**src/btcc_pkg_lead.sv**
```systemverilog
// Purpose: Shared constants and types of the bit-test, count, clear and compare slice,
//          and the leading-run counter used by the count operation.
// Assumes: One core clock; registers reached over AXI4-Lite with 32-bit data.
// Notes:   The counter is purely combinational and is sized by its parameters.

package btcc_pkg;
  localparam int ACC_W  = 56;
  localparam int WORD_W = 24;
  localparam int EXT_W  = 8;
  localparam int ADDR_W = 8;
  localparam int RUN_W  = 6;

  // Register byte offsets.
  localparam logic [ADDR_W-1:0] OFS_OPER  = 8'h00;
  localparam logic [ADDR_W-1:0] OFS_OPND  = 8'h04;
  localparam logic [ADDR_W-1:0] OFS_A_EXT = 8'h08;
  localparam logic [ADDR_W-1:0] OFS_A_MID = 8'h0C;
  localparam logic [ADDR_W-1:0] OFS_A_LOW = 8'h10;
  localparam logic [ADDR_W-1:0] OFS_B_EXT = 8'h14;
  localparam logic [ADDR_W-1:0] OFS_B_MID = 8'h18;
  localparam logic [ADDR_W-1:0] OFS_B_LOW = 8'h1C;
  localparam logic [ADDR_W-1:0] OFS_FLG   = 8'h20;
  localparam logic [ADDR_W-1:0] OFS_STP   = 8'h24;
  localparam logic [ADDR_W-1:0] OFS_MODE  = 8'h28;
  localparam logic [ADDR_W-1:0] ACC_STEP  = 8'h0C;

  // Fields of the operation register and the mode register.
  localparam int OPF_OP_LO    = 0;
  localparam int OPF_DST      = 4;
  localparam int OPF_SRC      = 5;
  localparam int OPF_S1SEL_LO = 8;
  localparam int OPF_FORM_LO  = 12;
  localparam int OPF_STKHI    = 15;
  localparam int OPF_IDX_LO   = 16;
  localparam int MODE_SIXTEEN = 0;

  // Condition register bit positions.
  localparam int CC_C = 0;
  localparam int CC_V = 1;
  localparam int CC_Z = 2;
  localparam int CC_N = 3;
  localparam int CC_U = 4;
  localparam int CC_E = 5;
  localparam int CC_L = 6;
  localparam int CC_S = 7;

  // Reset values and operation constants.
  localparam logic [7:0]        FLG_RST   = 8'h00;
  localparam logic [WORD_W-1:0] STP_RST   = 24'h000000;
  localparam logic [31:0]       OPER_RST  = 32'h00000000;
  localparam logic [4:0]        BIT_MAX   = 5'h17;
  localparam logic [WORD_W-1:0] LBC_BIAS  = 24'h000009;
  localparam logic [1:0]        RESP_OKAY = 2'h0;
  localparam logic [1:0]        RESP_SLV  = 2'h2;

  typedef enum logic [2:0] {
    no_op                 = 3'h0,
    bit_test_op           = 3'h1,
    count_leading_bits_op = 3'h2,
    accumulator_clear_op  = 3'h3,
    compare_op            = 3'h4
  } btcc_op_t;

  typedef enum logic [1:0] {
    s1_word_reg  = 2'h0,
    s1_accum     = 2'h1,
    s1_short_imm = 2'h2,
    s1_long_imm  = 2'h3
  } btcc_s1_t;

  typedef enum logic [2:0] {
    form_ea     = 3'h0,
    form_abs    = 3'h1,
    form_io_hi  = 3'h2,
    form_io_lo  = 3'h3,
    form_direct = 3'h4
  } btcc_form_t;
endpackage : btcc_pkg

`timescale 1ns/100ps

module btcc_lead_count #(
  parameter int W  = 56,
  parameter int CW = 6
) (
  // Value scanned from its top bit downward.
  input  wire logic [W-1:0]  value,
  // Length of the run equal to the top bit.
  output logic      [CW-1:0] run
);
  if ((1 << CW) <= W)
  begin : g_bad_width
    $error("btcc_lead_count: CW too narrow for W");
  end

  always_comb
  begin
    logic hit;
    hit = 1'b0;
    run = '0;
    for (int i = W - 1; i >= 0; i--)
    begin
      if (!hit && value[i] == value[W-1])
        run = CW'(run + 1'b1);
      else
        hit = 1'b1;
    end
  end
endmodule : btcc_lead_count

```
**src/btcc_alu.sv**
```systemverilog
// Purpose: Data arithmetic slice running bit test, leading-bit count, accumulator
//          clear and compare, driven by operation words written over AXI4-Lite.
// Assumes: Software stands in for the program control unit; one operation per write.
// Notes:   Operands from memory arrive already fetched in the operand register.
// Function
// RQ1: Bit test copies operand bit n, 0 to 23, into carry; operand untouched.
// RQ2: Bit test of system stack high decrements stack pointer by one.
// RQ3: Count leading zeros if source bit 55 clear, else leading ones.
// RQ4: Scan source from bit 55 downward, counting the run equal to top bit.
// RQ5: Middle part of destination receives nine minus run length, signed.
// RQ6: Normal mode result lies from +8 down to -47.
// RQ7: Count zeroes destination low part and sign-fills its extension part.
// RQ8: All-zero source gives a count result of zero.
// RQ9: Sixteen-bit mode skips unused low bits; result from +8 to -31.
// RQ10: Count sets N from bit 47, clears V, keeps S, L, E, U, C.
// RQ11: Count sets Z only when result bits 47 to 24 are zero.
// RQ12: Clear zeroes all 56 destination bits, extension included.
// RQ13: Clear sets U and Z, clears E, N, V, keeps C, S, L.
// RQ14: Compare subtracts source one from source two; difference is discarded.
// RQ15: Source one is word register, accumulator, short or long immediate.
// RQ16: Short immediate is six unsigned bits, right aligned, upper bits zero.
// RQ17: Words sign-extend above and zero-fill below; source two used as stored.
// RQ18: Compare updates all eight condition flags by their standard meaning.
// RQ19: Condition register bits seven to zero are S L E U N Z V C.
// RQ20: Bit test accepts five operand forms with a bit index field.
//
// Chosen here: the placing of the registers and the AXI4-Lite register port.
`timescale 1ns/100ps

module btcc_alu
  import btcc_pkg::*;
(
  // Clock and reset.
  input  wire logic                          clk,
  input  wire logic                          sys_rst,
  // AXI4-Lite write address and data.
  input  wire logic                          s_axi_awvalid,
  output logic                               s_axi_awready,
  input  wire logic [btcc_pkg::ADDR_W-1:0]   s_axi_awaddr,
  input  wire logic [2:0]                    s_axi_awprot,
  input  wire logic                          s_axi_wvalid,
  output logic                               s_axi_wready,
  input  wire logic [31:0]                   s_axi_wdata,
  input  wire logic [3:0]                    s_axi_wstrb,
  // AXI4-Lite write response.
  output logic                               s_axi_bvalid,
  input  wire logic                          s_axi_bready,
  output logic [1:0]                         s_axi_bresp,
  // AXI4-Lite read.
  input  wire logic                          s_axi_arvalid,
  output logic                               s_axi_arready,
  input  wire logic [btcc_pkg::ADDR_W-1:0]   s_axi_araddr,
  input  wire logic [2:0]                    s_axi_arprot,
  output logic                               s_axi_rvalid,
  input  wire logic                          s_axi_rready,
  output logic [31:0]                        s_axi_rdata,
  output logic [1:0]                         s_axi_rresp
);
  import btcc_pkg::*;

  logic                 aw_held;
  logic                 w_held;
  logic [ADDR_W-1:0]    waddr;
  logic [31:0]          wdata;
  logic [3:0]           wstrb;
  logic [31:0]          oper;
  logic [WORD_W-1:0]    opnd;
  logic [ACC_W-1:0]     acc [2];
  logic [7:0]           flg;
  logic [WORD_W-1:0]    stack_top_pointer;
  logic                 sixteen_mode;
  logic                 wr_fire;
  logic                 wr_hit;
  logic                 op_go;
  logic [31:0]          next_oper;
  btcc_op_t             go_op;
  logic                 go_dst;
  logic                 go_src;
  btcc_s1_t             go_s1;
  btcc_form_t           go_form;
  logic                 go_stkhi;
  logic [4:0]           go_idx;
  logic                 bt_bit;
  logic                 form_ok;
  logic [ACC_W-1:0]     src_acc;
  logic [ACC_W-1:0]     s2_acc;
  logic [ACC_W-1:0]     s1_ext;
  logic [WORD_W-1:0]    s1_word;
  logic [ACC_W:0]       diff_wide;
  logic [ACC_W-1:0]     diff;
  logic                 sub_v;
  logic [RUN_W-1:0]     run_full;
  logic [RUN_W-1:0]     run_half;
  logic [WORD_W-1:0]    lbc_val;
  logic [ACC_W-1:0]     lbc_acc;
  logic [31:0]          rd_data;
  logic                 rd_ok;

  function automatic logic [31:0] merge(input logic [31:0] old, input logic [31:0] data,
                                        input logic [3:0] strb);
    logic [31:0] res;
    res = old;
    for (int b = 0; b < 4; b++)
    begin
      if (strb[b])
        res[8*b +: 8] = data[8*b +: 8];
    end
    return res;
  endfunction : merge

  // Write channel: address and data are taken independently, then committed together.
  assign s_axi_awready = !aw_held;
  assign s_axi_wready  = !w_held;
  assign wr_fire       = aw_held && w_held && !s_axi_bvalid;

  always_ff @(posedge clk)
  begin
    if (sys_rst)
    begin
      aw_held <= 1'b0;
      w_held  <= 1'b0;
      waddr   <= '0;
      wdata   <= '0;
      wstrb   <= '0;
    end
    else
    begin
      if (s_axi_awvalid && !aw_held)
      begin
        aw_held <= 1'b1;
        waddr   <= s_axi_awaddr;
      end
      else if (wr_fire)
        aw_held <= 1'b0;
      if (s_axi_wvalid && !w_held)
      begin
        w_held <= 1'b1;
        wdata  <= s_axi_wdata;
        wstrb  <= s_axi_wstrb;
      end
      else if (wr_fire)
        w_held <= 1'b0;
    end
  end

  always_comb
  begin
    case (waddr)
      OFS_OPER, OFS_OPND, OFS_A_EXT, OFS_A_MID, OFS_A_LOW, OFS_B_EXT, OFS_B_MID, OFS_B_LOW,
      OFS_FLG, OFS_STP, OFS_MODE: wr_hit = 1'b1;
      default:                   wr_hit = 1'b0;
    endcase
  end

  always_ff @(posedge clk)
  begin
    if (sys_rst)
    begin
      s_axi_bvalid <= 1'b0;
      s_axi_bresp  <= RESP_OKAY;
    end
    else if (wr_fire)
    begin
      s_axi_bvalid <= 1'b1;
      s_axi_bresp  <= wr_hit ? RESP_OKAY : RESP_SLV;
    end
    else if (s_axi_bready)
      s_axi_bvalid <= 1'b0;
  end

  // Operation decode; a write to the operation register issues the operation.
  assign next_oper = merge(oper, wdata, wstrb);
  assign op_go     = wr_fire && waddr == OFS_OPER;
  assign go_op     = btcc_op_t'(next_oper[OPF_OP_LO +: 3]);
  assign go_dst    = next_oper[OPF_DST];
  assign go_src    = next_oper[OPF_SRC];
  assign go_s1     = btcc_s1_t'(next_oper[OPF_S1SEL_LO +: 2]);
  assign go_form   = btcc_form_t'(next_oper[OPF_FORM_LO +: 3]);
  assign go_idx    = next_oper[OPF_IDX_LO +: 5];
  // The stack-high operand exists only as a directly named register.
  assign go_stkhi  = next_oper[OPF_STKHI] && go_form == form_direct; // [RQ2]
  assign form_ok   = go_form <= form_direct; // [RQ20]
  // An index past the word top tests nothing and yields a clear carry.
  assign bt_bit    = (go_idx <= BIT_MAX) ? opnd[go_idx] : 1'b0; // [RQ1]

  always_ff @(posedge clk)
  begin
    if (sys_rst)
    begin
      oper         <= OPER_RST;
      opnd         <= '0;
      sixteen_mode <= 1'b0;
    end
    else if (wr_fire)
    begin
      if (waddr == OFS_OPER)
        oper <= next_oper;
      if (waddr == OFS_OPND)
        opnd <= WORD_W'(merge({8'h00, opnd}, wdata, wstrb));
      if (waddr == OFS_MODE)
        sixteen_mode <= 1'(merge({31'h0, sixteen_mode}, wdata, wstrb) >> MODE_SIXTEEN);
    end
  end

  // Leading-bit count: the half-width view drops the unused low bytes of middle and low.
  assign src_acc = acc[go_src];

  btcc_lead_count #(
    .W  (ACC_W),
    .CW (RUN_W)
  ) u_run_full (
    .value (src_acc),
    .run   (run_full)
  ); // [RQ3] [RQ4]

  btcc_lead_count #(
    .W  (40),
    .CW (RUN_W)
  ) u_run_half (
    .value ({src_acc[55:32], src_acc[23:8]}),
    .run   (run_half)
  ); // [RQ9]

  always_comb
  begin
    if (src_acc == '0)
      lbc_val = '0; // [RQ8]
    else
      lbc_val = LBC_BIAS - WORD_W'(sixteen_mode ? run_half : run_full); // [RQ5] [RQ6] [RQ9]
  end
  assign lbc_acc = {{EXT_W{lbc_val[WORD_W-1]}}, lbc_val, {WORD_W{1'b0}}}; // [RQ7]

  // Compare: both sides are 56 bits, source two exactly as stored.
  assign s2_acc = acc[go_dst];
  always_comb
  begin
    case (go_s1)
      s1_short_imm: s1_word = {18'h0, opnd[5:0]}; // [RQ16]
      default:      s1_word = opnd;
    endcase
    if (go_s1 == s1_accum)
      s1_ext = acc[!go_dst]; // [RQ15]
    else
      s1_ext = {{EXT_W{s1_word[WORD_W-1]}}, s1_word, {WORD_W{1'b0}}}; // [RQ17]
  end
  assign diff_wide = {1'b0, s2_acc} - {1'b0, s1_ext}; // [RQ14]
  assign diff      = diff_wide[ACC_W-1:0];
  assign sub_v     = (s2_acc[55] ^ s1_ext[55]) & (s2_acc[55] ^ diff[55]);

  // Accumulators: software writes by part, or the issued operation.
  always_ff @(posedge clk)
  begin
    if (sys_rst)
    begin
      acc[0] <= '0;
      acc[1] <= '0;
    end
    else if (wr_fire && waddr >= OFS_A_EXT && waddr <= OFS_B_LOW)
    begin
      for (int k = 0; k < 2; k++)
      begin
        if (waddr == OFS_A_EXT + ADDR_W'(k) * ACC_STEP)
          acc[k][55:48] <= 8'(merge({24'h0, acc[k][55:48]}, wdata, wstrb));
        if (waddr == OFS_A_MID + ADDR_W'(k) * ACC_STEP)
          acc[k][47:24] <= WORD_W'(merge({8'h0, acc[k][47:24]}, wdata, wstrb));
        if (waddr == OFS_A_LOW + ADDR_W'(k) * ACC_STEP)
          acc[k][23:0] <= WORD_W'(merge({8'h0, acc[k][23:0]}, wdata, wstrb));
      end
    end
    else if (op_go && go_op == count_leading_bits_op)
      acc[go_dst] <= lbc_acc; // [RQ5] [RQ7]
    else if (op_go && go_op == accumulator_clear_op)
      acc[go_dst] <= '0; // [RQ12]
  end

  // Condition register, laid out S L E U N Z V C from the top.
  always_ff @(posedge clk)
  begin
    if (sys_rst)
      flg <= FLG_RST;
    else if (wr_fire && waddr == OFS_FLG)
      flg <= 8'(merge({24'h0, flg}, wdata, wstrb)); // [RQ19]
    else if (op_go)
    begin
      case (go_op)
        bit_test_op:
          if (form_ok)
            flg[CC_C] <= bt_bit; // [RQ1]
        count_leading_bits_op:
        begin
          flg[CC_N] <= lbc_val[WORD_W-1]; // [RQ10]
          flg[CC_Z] <= lbc_val == '0; // [RQ11]
          flg[CC_V] <= 1'b0; // [RQ10]
        end
        accumulator_clear_op:
        begin
          flg[CC_E] <= 1'b0; // [RQ13]
          flg[CC_U] <= 1'b1;
          flg[CC_N] <= 1'b0;
          flg[CC_Z] <= 1'b1;
          flg[CC_V] <= 1'b0;
        end
        compare_op:
        begin
          flg[CC_S] <= flg[CC_S] | (diff[46] ^ diff[45]); // [RQ18]
          flg[CC_L] <= flg[CC_L] | sub_v;
          flg[CC_E] <= !(&diff[55:47] || !(|diff[55:47]));
          flg[CC_U] <= !(diff[47] ^ diff[46]);
          flg[CC_N] <= diff[55];
          flg[CC_Z] <= diff == '0;
          flg[CC_V] <= sub_v;
          flg[CC_C] <= diff_wide[ACC_W];
        end
        default:
          flg <= flg;
      endcase
    end
  end

  always_ff @(posedge clk)
  begin
    if (sys_rst)
      stack_top_pointer <= STP_RST;
    else if (wr_fire && waddr == OFS_STP)
      stack_top_pointer <= WORD_W'(merge({8'h0, stack_top_pointer}, wdata, wstrb));
    else if (op_go && go_op == bit_test_op && form_ok && go_stkhi)
      stack_top_pointer <= stack_top_pointer - 24'h000001; // [RQ2]
  end

  // Read channel: one read at a time, answered the cycle after the address is taken.
  assign s_axi_arready = !s_axi_rvalid;

  always_comb
  begin
    rd_ok   = 1'b1;
    rd_data = '0;
    case (s_axi_araddr)
      OFS_OPER:  rd_data = oper;
      OFS_OPND:  rd_data = {8'h00, opnd};
      OFS_A_EXT: rd_data = {24'h0, acc[0][55:48]};
      OFS_A_MID: rd_data = {8'h00, acc[0][47:24]};
      OFS_A_LOW: rd_data = {8'h00, acc[0][23:0]};
      OFS_B_EXT: rd_data = {24'h0, acc[1][55:48]};
      OFS_B_MID: rd_data = {8'h00, acc[1][47:24]};
      OFS_B_LOW: rd_data = {8'h00, acc[1][23:0]};
      OFS_FLG:   rd_data = {24'h0, flg};
      OFS_STP:   rd_data = {8'h00, stack_top_pointer};
      OFS_MODE:  rd_data = {31'h0, sixteen_mode};
      default:   rd_ok   = 1'b0;
    endcase
  end

  always_ff @(posedge clk)
  begin
    if (sys_rst)
    begin
      s_axi_rvalid <= 1'b0;
      s_axi_rdata  <= '0;
      s_axi_rresp  <= RESP_OKAY;
    end
    else if (s_axi_arvalid && !s_axi_rvalid)
    begin
      s_axi_rvalid <= 1'b1;
      s_axi_rdata  <= rd_data;
      s_axi_rresp  <= rd_ok ? RESP_OKAY : RESP_SLV;
    end
    else if (s_axi_rready)
      s_axi_rvalid <= 1'b0;
  end

  logic [ACC_W-1:0] chk_dst;
  logic             chk_bit;
  assign chk_dst = acc[oper[OPF_DST]];
  assign chk_bit = opnd[go_idx[4:0] % 5'd24];
endmodule : btcc_alu

```
**config.mk**
```make
export PLATFORM = sky130hd
export DESIGN_NAME = btcc_alu
export DESIGN_NICKNAME = d
export VERILOG_FILES = /design/src/btcc_pkg_lead.sv /design/src/btcc_alu.sv
export SDC_FILE = /design/constraint.sdc
export NUM_CORES = 1
export LEC_CHECK = 0
export BUFFER_PORTS_ARGS = -buffer_cell sky130_fd_sc_hd__buf_2
export CAP_MARGIN = 20
export CORE_ASPECT_RATIO = 0.5
export CORE_MARGIN = 1.5
export CORE_UTILIZATION = 35
export CTS_CLUSTER_DIAMETER = 60
export DETAILED_ROUTE_END_ITERATION = 8
export GPL_ROUTABILITY_DRIVEN = 0
export PLACE_DENSITY = 0.47
export SLEW_MARGIN = 20
export SYNTH_ARGS = -nofsm -noshare
export SYNTH_HDL_FRONTEND = slang
export SYNTH_SLANG_ARGS = --single-unit
```
**constraint.sdc**
```tcl
create_clock -name clk -period 49.1 [get_ports clk]
set_input_delay 9.82 -clock clk [delete_from_list [all_inputs] [get_ports clk]]
set_output_delay 9.82 -clock clk [all_outputs]
set_load 0.03 [all_outputs]
```
==> results.yml <==
timing:
  setup_tns_ps: 0
  fin_crit_sh_pct: 81.5
  min_period_ps: 40010
  worst_pin_slew_ps: 1120
  setup_viol: 0
  max-slew-margin-rel_pct: 23.4
  fin_skew_ps: 24.2
  rsz0062_at_grt: "no"
  drv_slew: 0
  worst_slack_ps: 9090
  finalHoldViolations: 0
  max_freq_mhz: 25.0
clocking:
  cts-hold-fix-buffers: 0
  cts_buffer_depth: 3
  cts_buffers: 34
  cts-root-buf: "clkbuf_16"
  clkTransAtPathRegs_ps: 60
  cts_sinks: 283
  cts_resized: 0
  clkLatencyLatePin_ps: 550
  cts_tree: "done"
  cts_htree_levels: 2
  post_cts_buffers: 0
global_route:
  antenna_found_initial: 3
  grt_usage_pct: 26.6
  overflow: 0
  grt_pass1_vias: 26500
  grt_max_degree: 91
  grt_pass1_wl_microns: 167000
die:
  row_count: 73
  start_util_pct: 35.3
  ios: 106
  die_area_sq_um: 81700
  die_h_microns: 203
  die_width_microns: 403
  core_sq_um: 79300
pwr:
  finalPower_mw: 0.768
  p_leak_nw: 12.1
  ir_drop_mv: 0.0225
  power_density_nw_per_um2: 25.1
drt:
  drtIter0Drc: 3063
  drtAntennaViolNets: 0
  drc: 0
  drt-total-wl_microns: 112000
  wl_per_cell_microns: 23.0
  num_vias: 28700
  viasPerCell: 5.91
  drt_pre_antenna_iters: 6
critical_path:
  required_ps: 49520
  startpoint_type: "flop"
  cp.arrival_ps: 40430
  critical_path_class: "flop to flop"
  r2r-start: "wstrb[0]"
  crit_path_start: "wstrb[0]"
  end_kind: "flop"
  cp_max_fo: 45
  crit_path_frequent_cell: "ha_1"
  critPathSlowestCell: "nor2_2"
  slowest_delay_ps: 920
layout:
  num-nets-final: 3968
  antennaDiodeCount: 0
  regArea_sq_um: 6790
  multi_input_area_sq_um: 19900
  mostFrequentLayoutCell: "nand2_1"
  syn2layout_area_growth_pct: 9.41
  final_cell_mix: "666 x nand2_1, 317 x nor2_1, 304 x a21oi_1, 206 x o21ai_0, 170 x dfxtp_1"
  final_layout_size_suffix_gt1_share_pct: 8.79
  n_fill_cell: 8324
placement:
  dp_hpwl_microns: 85200
  dp_slack_ps: 9600
  port_buffers: 97
hold_path:
  min_path_type: "flop to flop"
  hp-start: "s_axi_rdata[26]"
synthesis:
  synth_top_family_by_area: "simple AND/OR/NAND/NOR gates"
  synthArstFlopShare_pct: 0
  synth-simple-area-share_pct: 26.7
  synth_cell_type_count: 100
  synth_area_leaders: "dfxtp_1 12%, edfxtp_1 12%, nand2_1 9.0%, ha_1 5.7%, a21oi_1 5.5%"
  synth_adder_area_share_pct: 5.76
  synth_top_area_cell: "dfxtp_1"
  synthXorXnorAreaFrac_pct: 8.78
  netlist_instances: 3782
  synthMuxAreaShare_pct: 6.79
  syn_area_sq_um: 27900
  synth.top_cell.area_share_pct: 12.2
  syn_avg_cell_area_sq_um: 7.39
  ys_ff_latch: 283
  ys_warn_count: 0
  synth_top_flop_cell: "dfxtp_1"
  synth_edf_count: 112
  ys_seq_area_share_pct: 24.3
  synth-compound-area-share_pct: 22.8
outcome:
  status: "complete, no violations"
run:
  maxCapViolations: 0
[per-layer routing]
metal  track usage [%]  part of all wire, %  vias to the layer above
li1                  -                    -                    13600
met1              39.7                   48                    13800
met2              39.2                   41                     1096
met3              4.97                  9.0                      132
met4              6.30                  2.2                        2
met5                 0               0.0072                        -
[synthesized netlist by cell type, types with 26 or more instances]
library cell and count:
nand2_1 668, nor2_1 322, a21oi_1 305, o21ai_0 206, dfxtp_1 171, clkbuf_1 156, mux2i_1 144, xnor2_1 136
inv_1 133, nand3_1 133, ha_1 127, edfxtp_1 112, nor3_1 95, xor2_1 76, a22oi_1 64, nand2b_1 64
and2_1 50, o211ai_1 45, and3_1 44, or3_1 40, a211oi_1 38, nand4_1 38, a21o_1 37, a221oi_1 36
nor4_1 35, a31oi_1 34, o22ai_1 30, a22o_1 29, o21bai_1 28, o21a_1 26
[registers in the layout, summed over array words and instances, names as in the netlist, 4 cells and up]
register,flops
acc,112
s_axi_rdata,32
waddr,8
oper,32
wstrb,4
opnd,24
flg,8
stack_top_pointer,24
wdata,32
[path summary, 6_finish.rpt]
path / to / slack (ps) / depth (start not counted)
setup / recovery: acc[0][55] / 9090 / 182
hold / removal: s_axi_rdata[26] / 450 / 2
setup reg to reg: acc[0][55] / 9090 / 182
hold reg to reg: s_axi_rdata[26] / 450 / 2
[power by group]
part	switching [mW]	internal [mW]	total (mW)	leakage, nW
Sequential	0.0164	0.251	0.268	2.55
Combinational	0.153	0.0909	0.244	9.02
Clock	0.108	0.149	0.257	0.541
[kinds of logic (layout without fill, tap and decap cells)]
group,after synthesis,in the layout
simple gates,1613,1613
compound gates,1000,1000
buf+inv,340,356
flops,283,283
xor+xnor,240,240
mux,177,177
fa+ha+maj,128,128
other cells,1,2
[stage by stage]
step	area (sq um)	std cells	hold slack (ps)	util (%)
floorplan	28000	3783	436	-
global placement	29500	4789	440	37.2
detailed placement	29500	4789	441	37.2
CTS	30600	4849	449	38.6
global route	30600	4849	475	38.6
finish	30600	4849	447	38.6
[final cells by class]
class | count | area share (%)
inverter | 135 | 1.66
tap | 1050 | 4.30
timing repair buffer | 161 | 3.18
clock buffer | 44 | 3.00
sequential | 283 | 22.2
clock inverter | 16 | 0.614
multi-input combinational | 3160 | 65.1
[worst max-delay path: cells and delay by family, from the launching register on]
kind	cells	cell delay, ps
flip-flops	1	460
AND/OR/NAND/NOR	44	5750
AO/OA/AOI/OAI	43	8390
multiplexers	34	7710
XOR/XNOR	3	510
adder cells (fa/ha/maj)	49	15420
buffers and inverters	9	1560
(Power assumes the default switching activity.)
